===== src/rtl/odm_regs.svh =====
// Purpose: Offsets, field positions, reset values and fixed values for
//          the debug mailbox, identification and override block.
// Assumes: Included by the block's design file and testbench.
// Notes:   Definitions only.
`ifndef ODM_REGS_SVH
`define ODM_REGS_SVH

// Register indexes on the CPU and debugger access ports
`define ODM_IDX_W            3
`define ODM_IDX_ID           3'h0
`define ODM_IDX_CAP          3'h1
`define ODM_IDX_C2T          3'h2
`define ODM_IDX_T2C          3'h3
`define ODM_IDX_STAT         3'h4
`define ODM_IDX_MASK         3'h5

// Override mask keep bits
`define ODM_MASK_W           4
`define ODM_MASK_FOLD        0
`define ODM_MASK_RSTK        1
`define ODM_MASK_IBP         2
`define ODM_MASK_IEX         3
`define ODM_MASK_RST         4'h0

// Mailbox status bits
`define ODM_STAT_CPU_DATA_PENDING        0
`define ODM_STAT_TOOL_DATA_PENDING        1
`define ODM_MBOX_RST         32'h0000_0000

// Status word flags of the debug status message
`define ODM_ST_OCD           0
`define ODM_ST_LP            5
`define ODM_TCODE_W          6
`define ODM_TCODE_DEBUG_STATUS_MESSAGE       6'h00

// Capability word, static
`define ODM_CAP_VALUE        {3'h0, 1'h0, 3'h0, 1'h0, 1'h0, 1'h0, 1'h0, \
                              4'h6, 1'h1, 4'h2, 4'h6, 4'h0, 4'h0}

// Message queue depth
`define ODM_FIFO_DEPTH       4
`endif


===== src/rtl/odm_pkg.sv =====
// Purpose: Types shared by the debug mailbox block.
// Assumes: Constants come from odm_regs.svh.
// Notes:   Types only.
package odm_pkg;
  // Source of the message offered to the queue this cycle
  typedef enum logic [1:0] {
    MK_NONE,
    MK_DBG,
    MK_LP
  } odm_msg_kind_type;
endpackage : odm_pkg


===== src/rtl/odm_mailbox.sv =====
// Purpose: Debug mailbox, identification and capability words, CPU
//          optimization override mask and debug status messages.
// Assumes: CPU and debugger ports are on CORE_CLK, already synchronised.
// Notes:   Message queue back-pressure delays a message; a mode change undone while stalled is not reported.
`timescale 1ns/1ps
`include "odm_regs.svh"

// Small FIFO, width and depth set by parameters
module odm_fifo #(
  parameter int W = 38,
  parameter int D = 4
) (
  // Clock and control
  input  wire logic         clk,
  input  wire logic         rst,
  input  wire logic         ce,
  // Fill side
  input  wire logic         in_valid,
  output logic              in_ready,
  input  wire logic [W-1:0] in_data,
  // Drain side
  output logic              out_valid,
  input  wire logic         out_ready,
  output logic [W-1:0]      out_data
);
  localparam int AW = (D > 1) ? $clog2(D) : 1;
  logic [W-1:0]  mem_q [D];
  logic [AW-1:0] wr_q;
  logic [AW-1:0] rd_q;
  logic [AW:0]   cnt_q;
  logic          push;
  logic          pop;
  // Full and empty from the word count
  assign in_ready  = (32'(cnt_q) < D); // Full at exactly D words
  assign out_valid = (cnt_q != '0);
  assign out_data  = mem_q[rd_q];
  assign push      = ce && in_valid && in_ready;
  assign pop       = ce && out_valid && out_ready;
  // Storage, no reset needed on data
  always_ff @(posedge clk) begin
    if (push) begin
      mem_q[wr_q] <= in_data;
    end
  end
  // Pointers wrap at the depth
  always_ff @(posedge clk) begin
    if (rst) begin
      wr_q <= '0;
      rd_q <= '0;
    end else begin
      if (push) begin
        wr_q <= (32'(wr_q) == D - 1) ? '0 : wr_q + 1'b1;
      end
      if (pop) begin
        rd_q <= (32'(rd_q) == D - 1) ? '0 : rd_q + 1'b1;
      end
    end
  end
  // Occupancy
  always_ff @(posedge clk) begin
    if (rst) begin
      cnt_q <= '0;
    end else if (push && !pop) begin
      cnt_q <= cnt_q + 1'b1;
    end else if (pop && !push) begin
      cnt_q <= cnt_q - 1'b1;
    end
  end
endmodule : odm_fifo

module odm_mailbox
  import odm_pkg::*;
#(
  parameter logic [3:0]  REVISION = 4'h0,    // arbitrary value
  parameter logic [15:0] PRODUCT  = 16'h0001, // arbitrary value
  parameter logic [10:0] MAKER    = 11'h2a5   // arbitrary value
) (
  // Clock, reset, enable
  input  wire logic        CORE_CLK,
  input  wire logic        RESET,
  input  wire logic        CLK_EN,
  // Core and debug unit state
  input  wire logic        OCD_ENABLE,
  input  wire logic        PROG_TRACE_EN,
  input  wire logic        DATA_BP_EN,
  input  wire logic        TRACE_OVERRUN_STALL,
  input  wire logic        TRACE_PORT_EN,
  input  wire logic        DEBUG_MODE,
  input  wire logic        OCD_MODE,
  input  wire logic        LOW_POWER,
  input  wire logic [31:0] ENTRY_CAUSE,
  // Optimization controls to the core
  output logic             FOLD_DISABLE,
  output logic             RETSTACK_DISABLE,
  output logic             PRECISE_BP,
  output logic             PRECISE_EXEC,
  // CPU debug register port
  input  wire logic        CPU_WR,
  input  wire logic        CPU_RD,
  input  wire logic [2:0]  CPU_ADDR,
  input  wire logic [31:0] CPU_WDATA,
  output logic [31:0]      CPU_RDATA,
  output logic             CPU_RVALID,
  // Debugger register port
  input  wire logic        TOOL_WR,
  input  wire logic        TOOL_RD,
  input  wire logic [2:0]  TOOL_ADDR,
  input  wire logic [31:0] TOOL_WDATA,
  output logic [31:0]      TOOL_RDATA,
  output logic             TOOL_RVALID,
  // Debug status message stream
  output logic             MSG_VALID,
  input  wire logic        MSG_READY,
  output logic [31:0]      MSG_STATUS,
  output logic [5:0]       MSG_TCODE
);
  localparam int MSG_W = 32 + `ODM_TCODE_W;
  logic [`ODM_MASK_W-1:0] mask_q;
  logic [31:0]            c2t_q;
  logic [31:0]            t2c_q;
  logic                   cpu_data_pending_q;
  logic                   tool_data_pending_q;
  logic                   dbg_rep_q;
  logic                   lp_rep_q;
  logic [31:0]            stat_word;
  logic [31:0]            id_word;
  logic                   ocd_hold;
  logic                   cpu_wr_c2t;
  logic                   tool_wr_c2t;
  logic                   tool_wr_t2c;
  logic                   cpu_wr_t2c;
  logic                   cpu_rd_t2c;
  logic                   tool_rd_c2t;
  logic                   cpu_wr_st;
  logic                   tool_wr_st;
  logic                   tool_wr_mask;
  odm_msg_kind_type       msg_kind;
  logic [31:0]            push_status;
  logic                   push_valid;
  logic                   push_ready;
  logic [MSG_W-1:0]       pop_data;
  // Identification word, bit zero fixed at one
  assign id_word   = {REVISION, PRODUCT, MAKER, 1'b1};
  // Reserved status bits forced to zero
  assign stat_word = {30'h0, tool_data_pending_q, cpu_data_pending_q};
  // Register read decode shared by both ports
  function automatic logic [31:0] rd_word(input logic [2:0] idx,
                                          input logic [31:0] idw,
                                          input logic [31:0] stw,
                                          input logic [31:0] c2t,
                                          input logic [31:0] t2c,
                                          input logic [3:0]  msk);
    logic [31:0] r;
    r = 32'h0000_0000;
    case (idx)
      `ODM_IDX_ID:   r = idw;
      `ODM_IDX_CAP:  r = `ODM_CAP_VALUE;
      `ODM_IDX_C2T:  r = c2t;
      `ODM_IDX_T2C:  r = t2c;
      `ODM_IDX_STAT: r = stw;
      `ODM_IDX_MASK: r = {28'h0, msk};
      default:       r = 32'h0000_0000;
    endcase
    return r;
  endfunction : rd_word
  // Access strobes, all gated by the clock enable
  assign cpu_wr_c2t   = CLK_EN && CPU_WR && CPU_ADDR == `ODM_IDX_C2T;
  assign tool_wr_c2t  = CLK_EN && TOOL_WR && TOOL_ADDR == `ODM_IDX_C2T;
  assign tool_wr_t2c  = CLK_EN && TOOL_WR && TOOL_ADDR == `ODM_IDX_T2C;
  assign cpu_wr_t2c   = CLK_EN && CPU_WR && CPU_ADDR == `ODM_IDX_T2C;
  assign cpu_rd_t2c   = CLK_EN && CPU_RD && CPU_ADDR == `ODM_IDX_T2C;
  assign tool_rd_c2t  = CLK_EN && TOOL_RD && TOOL_ADDR == `ODM_IDX_C2T;
  assign cpu_wr_st    = CLK_EN && CPU_WR && CPU_ADDR == `ODM_IDX_STAT;
  assign tool_wr_st   = CLK_EN && TOOL_WR && TOOL_ADDR == `ODM_IDX_STAT;
  assign tool_wr_mask = CLK_EN && TOOL_WR && TOOL_ADDR == `ODM_IDX_MASK;
  // Reads while halted in OCD mode must not consume data
  assign ocd_hold     = DEBUG_MODE && OCD_MODE;
  // Override mask, written only by the debugger
  always_ff @(posedge CORE_CLK) begin
    if (RESET) begin
      mask_q <= `ODM_MASK_RST;
    end else if (tool_wr_mask) begin
      mask_q <= TOOL_WDATA[`ODM_MASK_W-1:0];
    end
  end
  // Optimization disables registered for timing to the core pipeline
  always_ff @(posedge CORE_CLK) begin
    if (RESET) begin
      FOLD_DISABLE     <= 1'b0;
      RETSTACK_DISABLE <= 1'b0;
      PRECISE_BP       <= 1'b0;
      PRECISE_EXEC     <= 1'b0;
    end else if (CLK_EN) begin
      FOLD_DISABLE     <= OCD_ENABLE && !mask_q[`ODM_MASK_FOLD];
      RETSTACK_DISABLE <= PROG_TRACE_EN && !mask_q[`ODM_MASK_RSTK];
      PRECISE_BP       <= OCD_ENABLE && !mask_q[`ODM_MASK_IBP];
      PRECISE_EXEC     <= (DATA_BP_EN || TRACE_OVERRUN_STALL)
                          && !mask_q[`ODM_MASK_IEX];
    end
  end
  // Mailbox data words; either side may write either word
  always_ff @(posedge CORE_CLK) begin
    if (RESET) begin
      c2t_q <= `ODM_MBOX_RST;
      t2c_q <= `ODM_MBOX_RST;
    end else begin
      if (cpu_wr_c2t) begin
        c2t_q <= CPU_WDATA;
      end else if (tool_wr_c2t) begin
        c2t_q <= TOOL_WDATA;
      end
      if (tool_wr_t2c) begin
        t2c_q <= TOOL_WDATA;
      end else if (cpu_wr_t2c) begin
        t2c_q <= CPU_WDATA;
      end
    end
  end
  // CPU-pending flag: a new write beats a same-cycle clear
  always_ff @(posedge CORE_CLK) begin
    if (RESET) begin
      cpu_data_pending_q <= 1'b0;
    end else if (cpu_wr_c2t || tool_wr_c2t) begin
      cpu_data_pending_q <= 1'b1;
    end else if (tool_rd_c2t && !ocd_hold) begin
      cpu_data_pending_q <= 1'b0;
    end else if (cpu_wr_st) begin
      cpu_data_pending_q <= CPU_WDATA[`ODM_STAT_CPU_DATA_PENDING];
    end else if (tool_wr_st) begin
      cpu_data_pending_q <= TOOL_WDATA[`ODM_STAT_CPU_DATA_PENDING];
    end
  end
  // Tool-pending flag, same priority scheme
  always_ff @(posedge CORE_CLK) begin
    if (RESET) begin
      tool_data_pending_q <= 1'b0;
    end else if (tool_wr_t2c || cpu_wr_t2c) begin
      tool_data_pending_q <= 1'b1;
    end else if (cpu_rd_t2c && !ocd_hold) begin
      tool_data_pending_q <= 1'b0;
    end else if (cpu_wr_st) begin
      tool_data_pending_q <= CPU_WDATA[`ODM_STAT_TOOL_DATA_PENDING];
    end else if (tool_wr_st) begin
      tool_data_pending_q <= TOOL_WDATA[`ODM_STAT_TOOL_DATA_PENDING];
    end
  end
  // Read data registered, valid one cycle after the strobe
  always_ff @(posedge CORE_CLK) begin
    if (RESET) begin
      CPU_RDATA   <= 32'h0000_0000;
      CPU_RVALID  <= 1'b0;
      TOOL_RDATA  <= 32'h0000_0000;
      TOOL_RVALID <= 1'b0;
    end else if (CLK_EN) begin
      CPU_RVALID  <= CPU_RD;
      TOOL_RVALID <= TOOL_RD;
      if (CPU_RD) begin
        CPU_RDATA <= rd_word(CPU_ADDR, id_word, stat_word, c2t_q,
                             t2c_q, mask_q);
      end
      if (TOOL_RD) begin
        TOOL_RDATA <= rd_word(TOOL_ADDR, id_word, stat_word, c2t_q,
                              t2c_q, mask_q);
      end
    end
  end
  // Pick a pending mode change; debug mode changes go first
  always_comb begin
    msg_kind    = MK_NONE;
    push_status = 32'h0000_0000;
    if (DEBUG_MODE != dbg_rep_q) begin
      msg_kind = MK_DBG;
      if (DEBUG_MODE) begin
        push_status = ENTRY_CAUSE;
        push_status[`ODM_ST_OCD] = OCD_MODE;
      end
    end else if (LOW_POWER != lp_rep_q) begin
      msg_kind = MK_LP;
      if (LOW_POWER) begin
        push_status[`ODM_ST_LP] = 1'b1;
      end
    end
    // Exits leave push_status at zero
  end
  assign push_valid = TRACE_PORT_EN && msg_kind != MK_NONE;
  // With the trace port enabled, reported state advances only once the queue takes the message,
  // so a full queue stalls reporting; only a mode change undone while stalled goes unreported
  always_ff @(posedge CORE_CLK) begin
    if (RESET) begin
      dbg_rep_q <= 1'b0;
      lp_rep_q  <= 1'b0;
    end else if (CLK_EN) begin
      if (!TRACE_PORT_EN) begin
        dbg_rep_q <= DEBUG_MODE;
        lp_rep_q  <= LOW_POWER;
      end else if (push_ready && msg_kind == MK_DBG) begin
        dbg_rep_q <= DEBUG_MODE;
      end else if (push_ready && msg_kind == MK_LP) begin
        lp_rep_q <= LOW_POWER;
      end
    end
  end
  // Message queue toward the trace port packetizer
  odm_fifo #(
    .W (MSG_W),
    .D (`ODM_FIFO_DEPTH)
  ) u_msg_fifo (
    .clk       (CORE_CLK),
    .rst       (RESET),
    .ce        (CLK_EN),
    .in_valid  (push_valid),
    .in_ready  (push_ready),
    .in_data   ({push_status, `ODM_TCODE_DEBUG_STATUS_MESSAGE}),
    .out_valid (MSG_VALID),
    .out_ready (MSG_READY),
    .out_data  (pop_data)
  );

  assign MSG_STATUS = pop_data[MSG_W-1:`ODM_TCODE_W];
  assign MSG_TCODE  = pop_data[`ODM_TCODE_W-1:0];
endmodule : odm_mailbox


===== config.mk =====
export PLATFORM = sky130hd
export DESIGN_NAME = odm_mailbox
export DESIGN_NICKNAME = d
export VERILOG_FILES = /design/src/rtl/odm_pkg.sv /design/src/rtl/odm_mailbox.sv
export VERILOG_INCLUDE_DIRS = /design/src /design/src/rtl
export SDC_FILE = /design/constraint.sdc
export NUM_CORES = 1
export LEC_CHECK = 0
export ABC_AREA = 0
export BUFFER_PORTS_ARGS = -buffer_cell sky130_fd_sc_hd__clkbuf_2
export CAP_MARGIN = 20
export CORE_ASPECT_RATIO = 0.9
export CORE_UTILIZATION = 45
export CTS_CLUSTER_DIAMETER = 100
export DETAILED_ROUTE_END_ITERATION = 10
export HOLD_SLACK_MARGIN = 0.08
export PLACE_DENSITY = 0.67
export SYNTH_ARGS = -nofsm -noshare
export SYNTH_HDL_FRONTEND = slang
export SYNTH_SLANG_ARGS = --single-unit

===== constraint.sdc =====
create_clock -name CORE_CLK -period 4.3 [get_ports CORE_CLK]
set_clock_uncertainty 0.05 [all_clocks]
set_input_delay 0.43 -clock CORE_CLK [delete_from_list [all_inputs] [get_ports CORE_CLK]]
set_output_delay 0.43 -clock CORE_CLK [all_outputs]
set_load 0.01 [all_outputs]

* Word level (Yosys, flattened, before mapping) *
Memories as Yosys holds them, arrays and structs flattened. A register that Yosys moved wholly into a read port is not among the register bits.
Index checks and enable logic that the tools add are counted.

cells by class
  mux-type cells = 35
  order comparisons = 1
  equal/unequal tests = 19
  $add $sub $neg = 4
  reduce and logical (&&, ||, !) cells = 52

operators by type and width
  cell                                                                    number
  32-bit one-hot mux with 6 select lines                                  2
  32-bit 2-to-1 mux                                                       5
  1-bit logical AND                                                       29
  26-bit 2-to-1 mux                                                       1
  1-bit 2-to-1 mux                                                        18
  3-bit by 2-bit equality test with 1-bit output (second input constant)  4
  3-bit equality test (second input constant)                             4
  2-bit 2-to-1 mux                                                        6
  2-bit nonzero test                                                      4
  4-bit nonzero test                                                      2
  1-bit logical NOT                                                       7
  2-bit equality test (second input constant)                             3
  3-bit by 1-bit equality test with 1-bit output (second input constant)  2
  3-bit logical NOT                                                       2
  3-bit 2-to-1 mux                                                        2
  2-bit AND reduction                                                     3
  5-bit 2-to-1 mux                                                        1
  2-bit by 1-bit adder with 2-bit output (second input constant)          2
  2-bit by 1-bit != test with 1-bit output (second input constant)        2
  3-bit by 1-bit adder with 3-bit output (second input constant)          1
  1-bit logical OR                                                        3
  3-bit less-than comparator (second input constant)                      1
  3-bit AND reduction                                                     1
  3-bit nonzero test                                                      1
  other kinds (4)                                                         5

storage, ports and cells
  memory bits (writable) = 128
  memories kept = 1
  input bits = 118
  output and inout port bits = 109
  flip-flop bits (word level) = 149
  word-level logic and storage cells = 130

memory list
  name              words  width  read ports  clocked after memory_dff  wr ports  line               text
  u_msg_fifo.mem_q  4      32     1           1                         1         odm_mailbox.sv:27  logic [W-1:0] mem_q [D];

* Depth between registers and ports, before layout *
  depth in word-level cells = 11
  mapped depth = 10
  gate-level depth less buffers = 9

* Hierarchy *
Synthesis repeated with hierarchy kept, for this count alone.

unflattened totals
  cells, all modules = 1033
  area, all modules = 13172.6 µm²

modules (own cells, without submodules)
  module       cells an instance  area each (µm²)  times used  sequential area each (µm²)
  odm_mailbox  789                7201.9           1           2842.7
  odm_fifo     244                5970.7           1           4744.6

* Worst setup path after synthesis *
No wires, ideal clock.

  path type = input to register
  start point = in CLK_EN
  end point = reg u_msg_fifo.cnt_q[2]
  data required time = 4.180 ns
  data arrival time = 2.455 ns
  path buffers = 2
  setup time = 0.070 ns
  stages on the path = 10
  slack = 1.725 ns
  path through = buf_2 buf_2 nand2_1 a211oi_2 ha_1 inv_1 fa_1 xor2_1 or3_1 a21oi_1

on the way
  word-level cells in the longest chain between the ends = 5
  elaborated cells on any way between the ends = 10
  those cells by class = mux: 1; reduce/logical: 9

ends and longest elaborated chain
  what                                 line               text
  start: declaration                   odm_mailbox.sv:81  input wire logic CLK_EN,
  1-bit logical AND (*) (2 in a row)   odm_mailbox.sv:37  assign push = ce && in_valid && in_ready;
  net u_msg_fifo.push                  odm_mailbox.sv:31  logic push;
  1-bit logical NOT                    odm_mailbox.sv:65  end else if (pop && !push) begin
  1-bit logical AND                    odm_mailbox.sv:65
  2-bit nonzero test (no source line)  --
  end signal: assignment               odm_mailbox.sv:64  cnt_q <= cnt_q + 1'b1;
  end signal: assignment               odm_mailbox.sv:66  cnt_q <= cnt_q - 1'b1;
  end: declaration                     odm_mailbox.sv:30  logic [AW:0] cnt_q;

The timed path passes the listed nets; every way through them passes the cells marked *.
A chain may end at the register's enable or synchronous reset.

==> results.md <==
* Die area at 27260 um2
* Clk slew on worst S/H paths at 60 ps
* Post-CTS setup buffer count at 0
* Syn. warnings at 0
* Total CTS buffers at 30
* Global-route wire length before repair at 46990 um
* Post-CTS Hold Buffers at 1
* CTS max path bufs at 3
* CP Capture Type: output port
* VDD IR max at 0.3233 mV
* P_sw at 1.446 mW
* EDFF count, synth at 128
* Worst R2R Path Depth at 9
* FF-to-FF Start: lp_rep_q
* Logic pwr share at 0.107
* Hold_sp: OCD_ENABLE
* Mean Syn Cell Area at 11.51 um2
* Setup ws final at 1367 ps
* Synth top area cells: edfxtp_1 32%, dfxtp_1 25%, mux2i_1 9.4%, nor2_1 6.1%, mux4_2 6.0%
* Synth unique cells at 54
* Ys flop type: dfxtp_1
* PD cells at 428.1 nW/um2
* Synth top area share at 0.3211
* TritonCTS clock tree: built
* Number of diodes at 0
* Seq/Total Area, Yosys at 0.5736
* #FFs+latches synth at 279
* Final nets at 1346
* Max-cap violations at 0
* Commonest non-fill, non-tap cell in the layout: clkbuf_2
* PortBufs at 219
* Routed WL at 29970 um
* WHS Path Cells at 3
* CP startpoint kind: flop
* Die Y at 156.7 um
* Most frequent cells in the layout: 218 x clkbuf_2, 196 x nor2_1, 150 x dfxtp_1, 128 x edfxtp_1, 113 x mux2i_1
* Clock sinks at 279
* Routed vias at 8583
* Initial antenna violation count at 2
* H-tree levels at 1
* Pint at 4.637 mW
* Asr flop ratio synth at 0
* Status: completed
* Hold Path End: FOLD_DISABLE
* Critical path arrival at 2450 ps
* Worst endpoint required time at 3820 ps
* Cells after Synth at 1040
* Slew headroom at 0.3392
* Slowest CP cell: dfxtp_2
* Synthesized area at 11970 um2
* Worst r2r dst: u_msg_fifo.cnt_q[2]
* Dpl hpwl at 18890 um
* DR DRC count at 0
* Final setup vio count at 0
* Area of the core at 26070 um2
* Die width at 173.9 um
* Grt total ovfl at 0
* Fin crit share at 0.6822
* Largest net degree at the start of global routing at 88
* Static Leak at 5.846 nW
* Hold Vio Cnt, Final at 0
* Initial Util at 0.4592
* CP cell instances: buf_4, mux4_2, clkbuf_2
* Area growth, synth to finish at 18.70%
* Row count at 56
* # resized after CTS at 0
* Fin. max-slew vios at 0
* Critical path class: flop to output port
* Vias in the first global route at 8426
* Clock power frac at 0.410
* Switching portion of total power at 0.2377
* Later-pin clock latency in the skew report at 550 ps
* DP Worst Slack at 1257 ps
* Clk root buf: clkbuf_16
* Max stage delay on crit path at 810 ps
* Flop pwr share at 0.483
* GRT Util Overall at 0.2191
* Crit-path max FO at 21
* Gpl congestion at 0.8075
* Synth area leader: edfxtp_1
* 1st-pass router iterations at 5
* Least-Margin Pin Slew at 988.8 ps
* Drt wl/cell at 18.86 um
* Layout cells sized above 1 at 0.2619
* Max Clk Rate at 340.9 MHz
* Crit path time final at 2933 ps
* Worst reg2reg setup slack at 1730 ps
* Io pins at 227
* ANT nets after route at 0
* Inst Count DP at 1534
* Vias per cell at 5.402
* Starting DRT DRC Count at 573
* RSZ-0062 raised after global routing: false
* Post-Layout Cell Count at 1589
* Setup TNS at 0 ps
* Worst min path class: input pin to flop
through the flow:
stage                       util  power [mW]  hold slack, ps  cell area [um2]
final                     0.5451       6.083           108.2            14210
after detailed placement  0.5069       3.653           401.1            13210
after global placement    0.5069       3.637           394.3            13210
after floorplan                -       3.408           430.5            11990
after global routing      0.5451       6.315           111.5            14210
after CTS                 0.5444       6.147           89.48            14190
state kept, by name, indices dropped and copies added, names as in the netlist, named ones only:
register and count:
u_msg_fifo.mem_q 128, CPU_RDATA 32, TOOL_RDATA 32, c2t_q 32
t2c_q 32, mask_q 4, u_msg_fifo.cnt_q 3, u_msg_fifo.rd_q 2
u_msg_fifo.wr_q 2, CPU_RVALID 1, FOLD_DISABLE 1, PRECISE_BP 1
PRECISE_EXEC 1, RETSTACK_DISABLE 1, TOOL_RVALID 1, cpu_data_pending_q 1
dbg_rep_q 1, lp_rep_q 1, tool_data_pending_q 1
metal layers:
| metal | wire length, um | vias to the layer above | global-route usage |
|---|---|---|---|
| li1 | - | 4125 | - |
| met1 | 12990 | 4117 | 0.2902 |
| met2 | 14030 | 294 | 0.3600 |
| met3 | 2296 | 43 | 0.05369 |
| met4 | 625 | 4 | 0.05639 |
| met5 | 31 | - | 0 |
kinds of logic after synthesis:
kind of cell	share of synthesized area
compound gates	0.09690
mux	0.1556
simple gates	0.1251
flops	0.5736
fa+ha+maj	0.008989
other cells	0.0003133
buf+inv	0.03721
xor+xnor	0.002195
worst max-delay path, delay by kind of cell (launching register included):
| kind | cells | cell delay, ps |
|---|---|---|
| mux | 1 | 550 |
| buf+inv | 2 | 540 |
| flops | 1 | 810 |
power groups by stage:
stage	registers [mW]	clock network, mW	logic, mW
final	2.94	2.49	0.652
after global routing	2.95	2.65	0.715
after CTS	2.94	2.55	0.660
after detailed placement	3.00	0	0.655
after global placement	2.99	0	0.644
after floorplan	2.97	0	0.442
cell type report:
cell class | count | area [um2]
inverters | 8 | 30.03
multi-input cells | 671 | 4700
fillers | 2304 | 11860
clock buffers | 44 | 883.3
well taps | 348 | 435.4
repair buffers | 230 | 1209
clock inverters | 9 | 83.83
flip-flops and latches | 279 | 6868
synthesized netlist by cell type (7+ instances only):
cell and n:
nor3_1 9, nand2b_1 7, edfxtp_1 128, inv_1 7, and2_1 37, buf_1 9, a21oi_1 82, nor2_1 196
mux2i_1 113, clkbuf_1 44, nand2_1 26, dfxtp_1 151, ha_1 7, o21ai_0 11, nand3_1 11, a22oi_1 9
buf_2 20, nor2b_1 10, nor4_1 10, mux4_2 32, a211oi_1 66, buf_4 11
how the worst max path moves through the flow:
stage	depth (start not counted)	to	slack [ps]	startpoint
floorplan	10	u_msg_fifo.cnt_q[2]	1720	CLK_EN
global placement	6	c2t_q[30]	1340	TOOL_ADDR[1]
detailed placement	6	c2t_q[0]	1260	TOOL_ADDR[1]
CTS	3	MSG_STATUS[23]	1250	flop
global route	3	MSG_STATUS[23]	1170	flop
finish	3	MSG_STATUS[23]	1370	flop
Note: power is estimated with default switching activity, not from simulation.
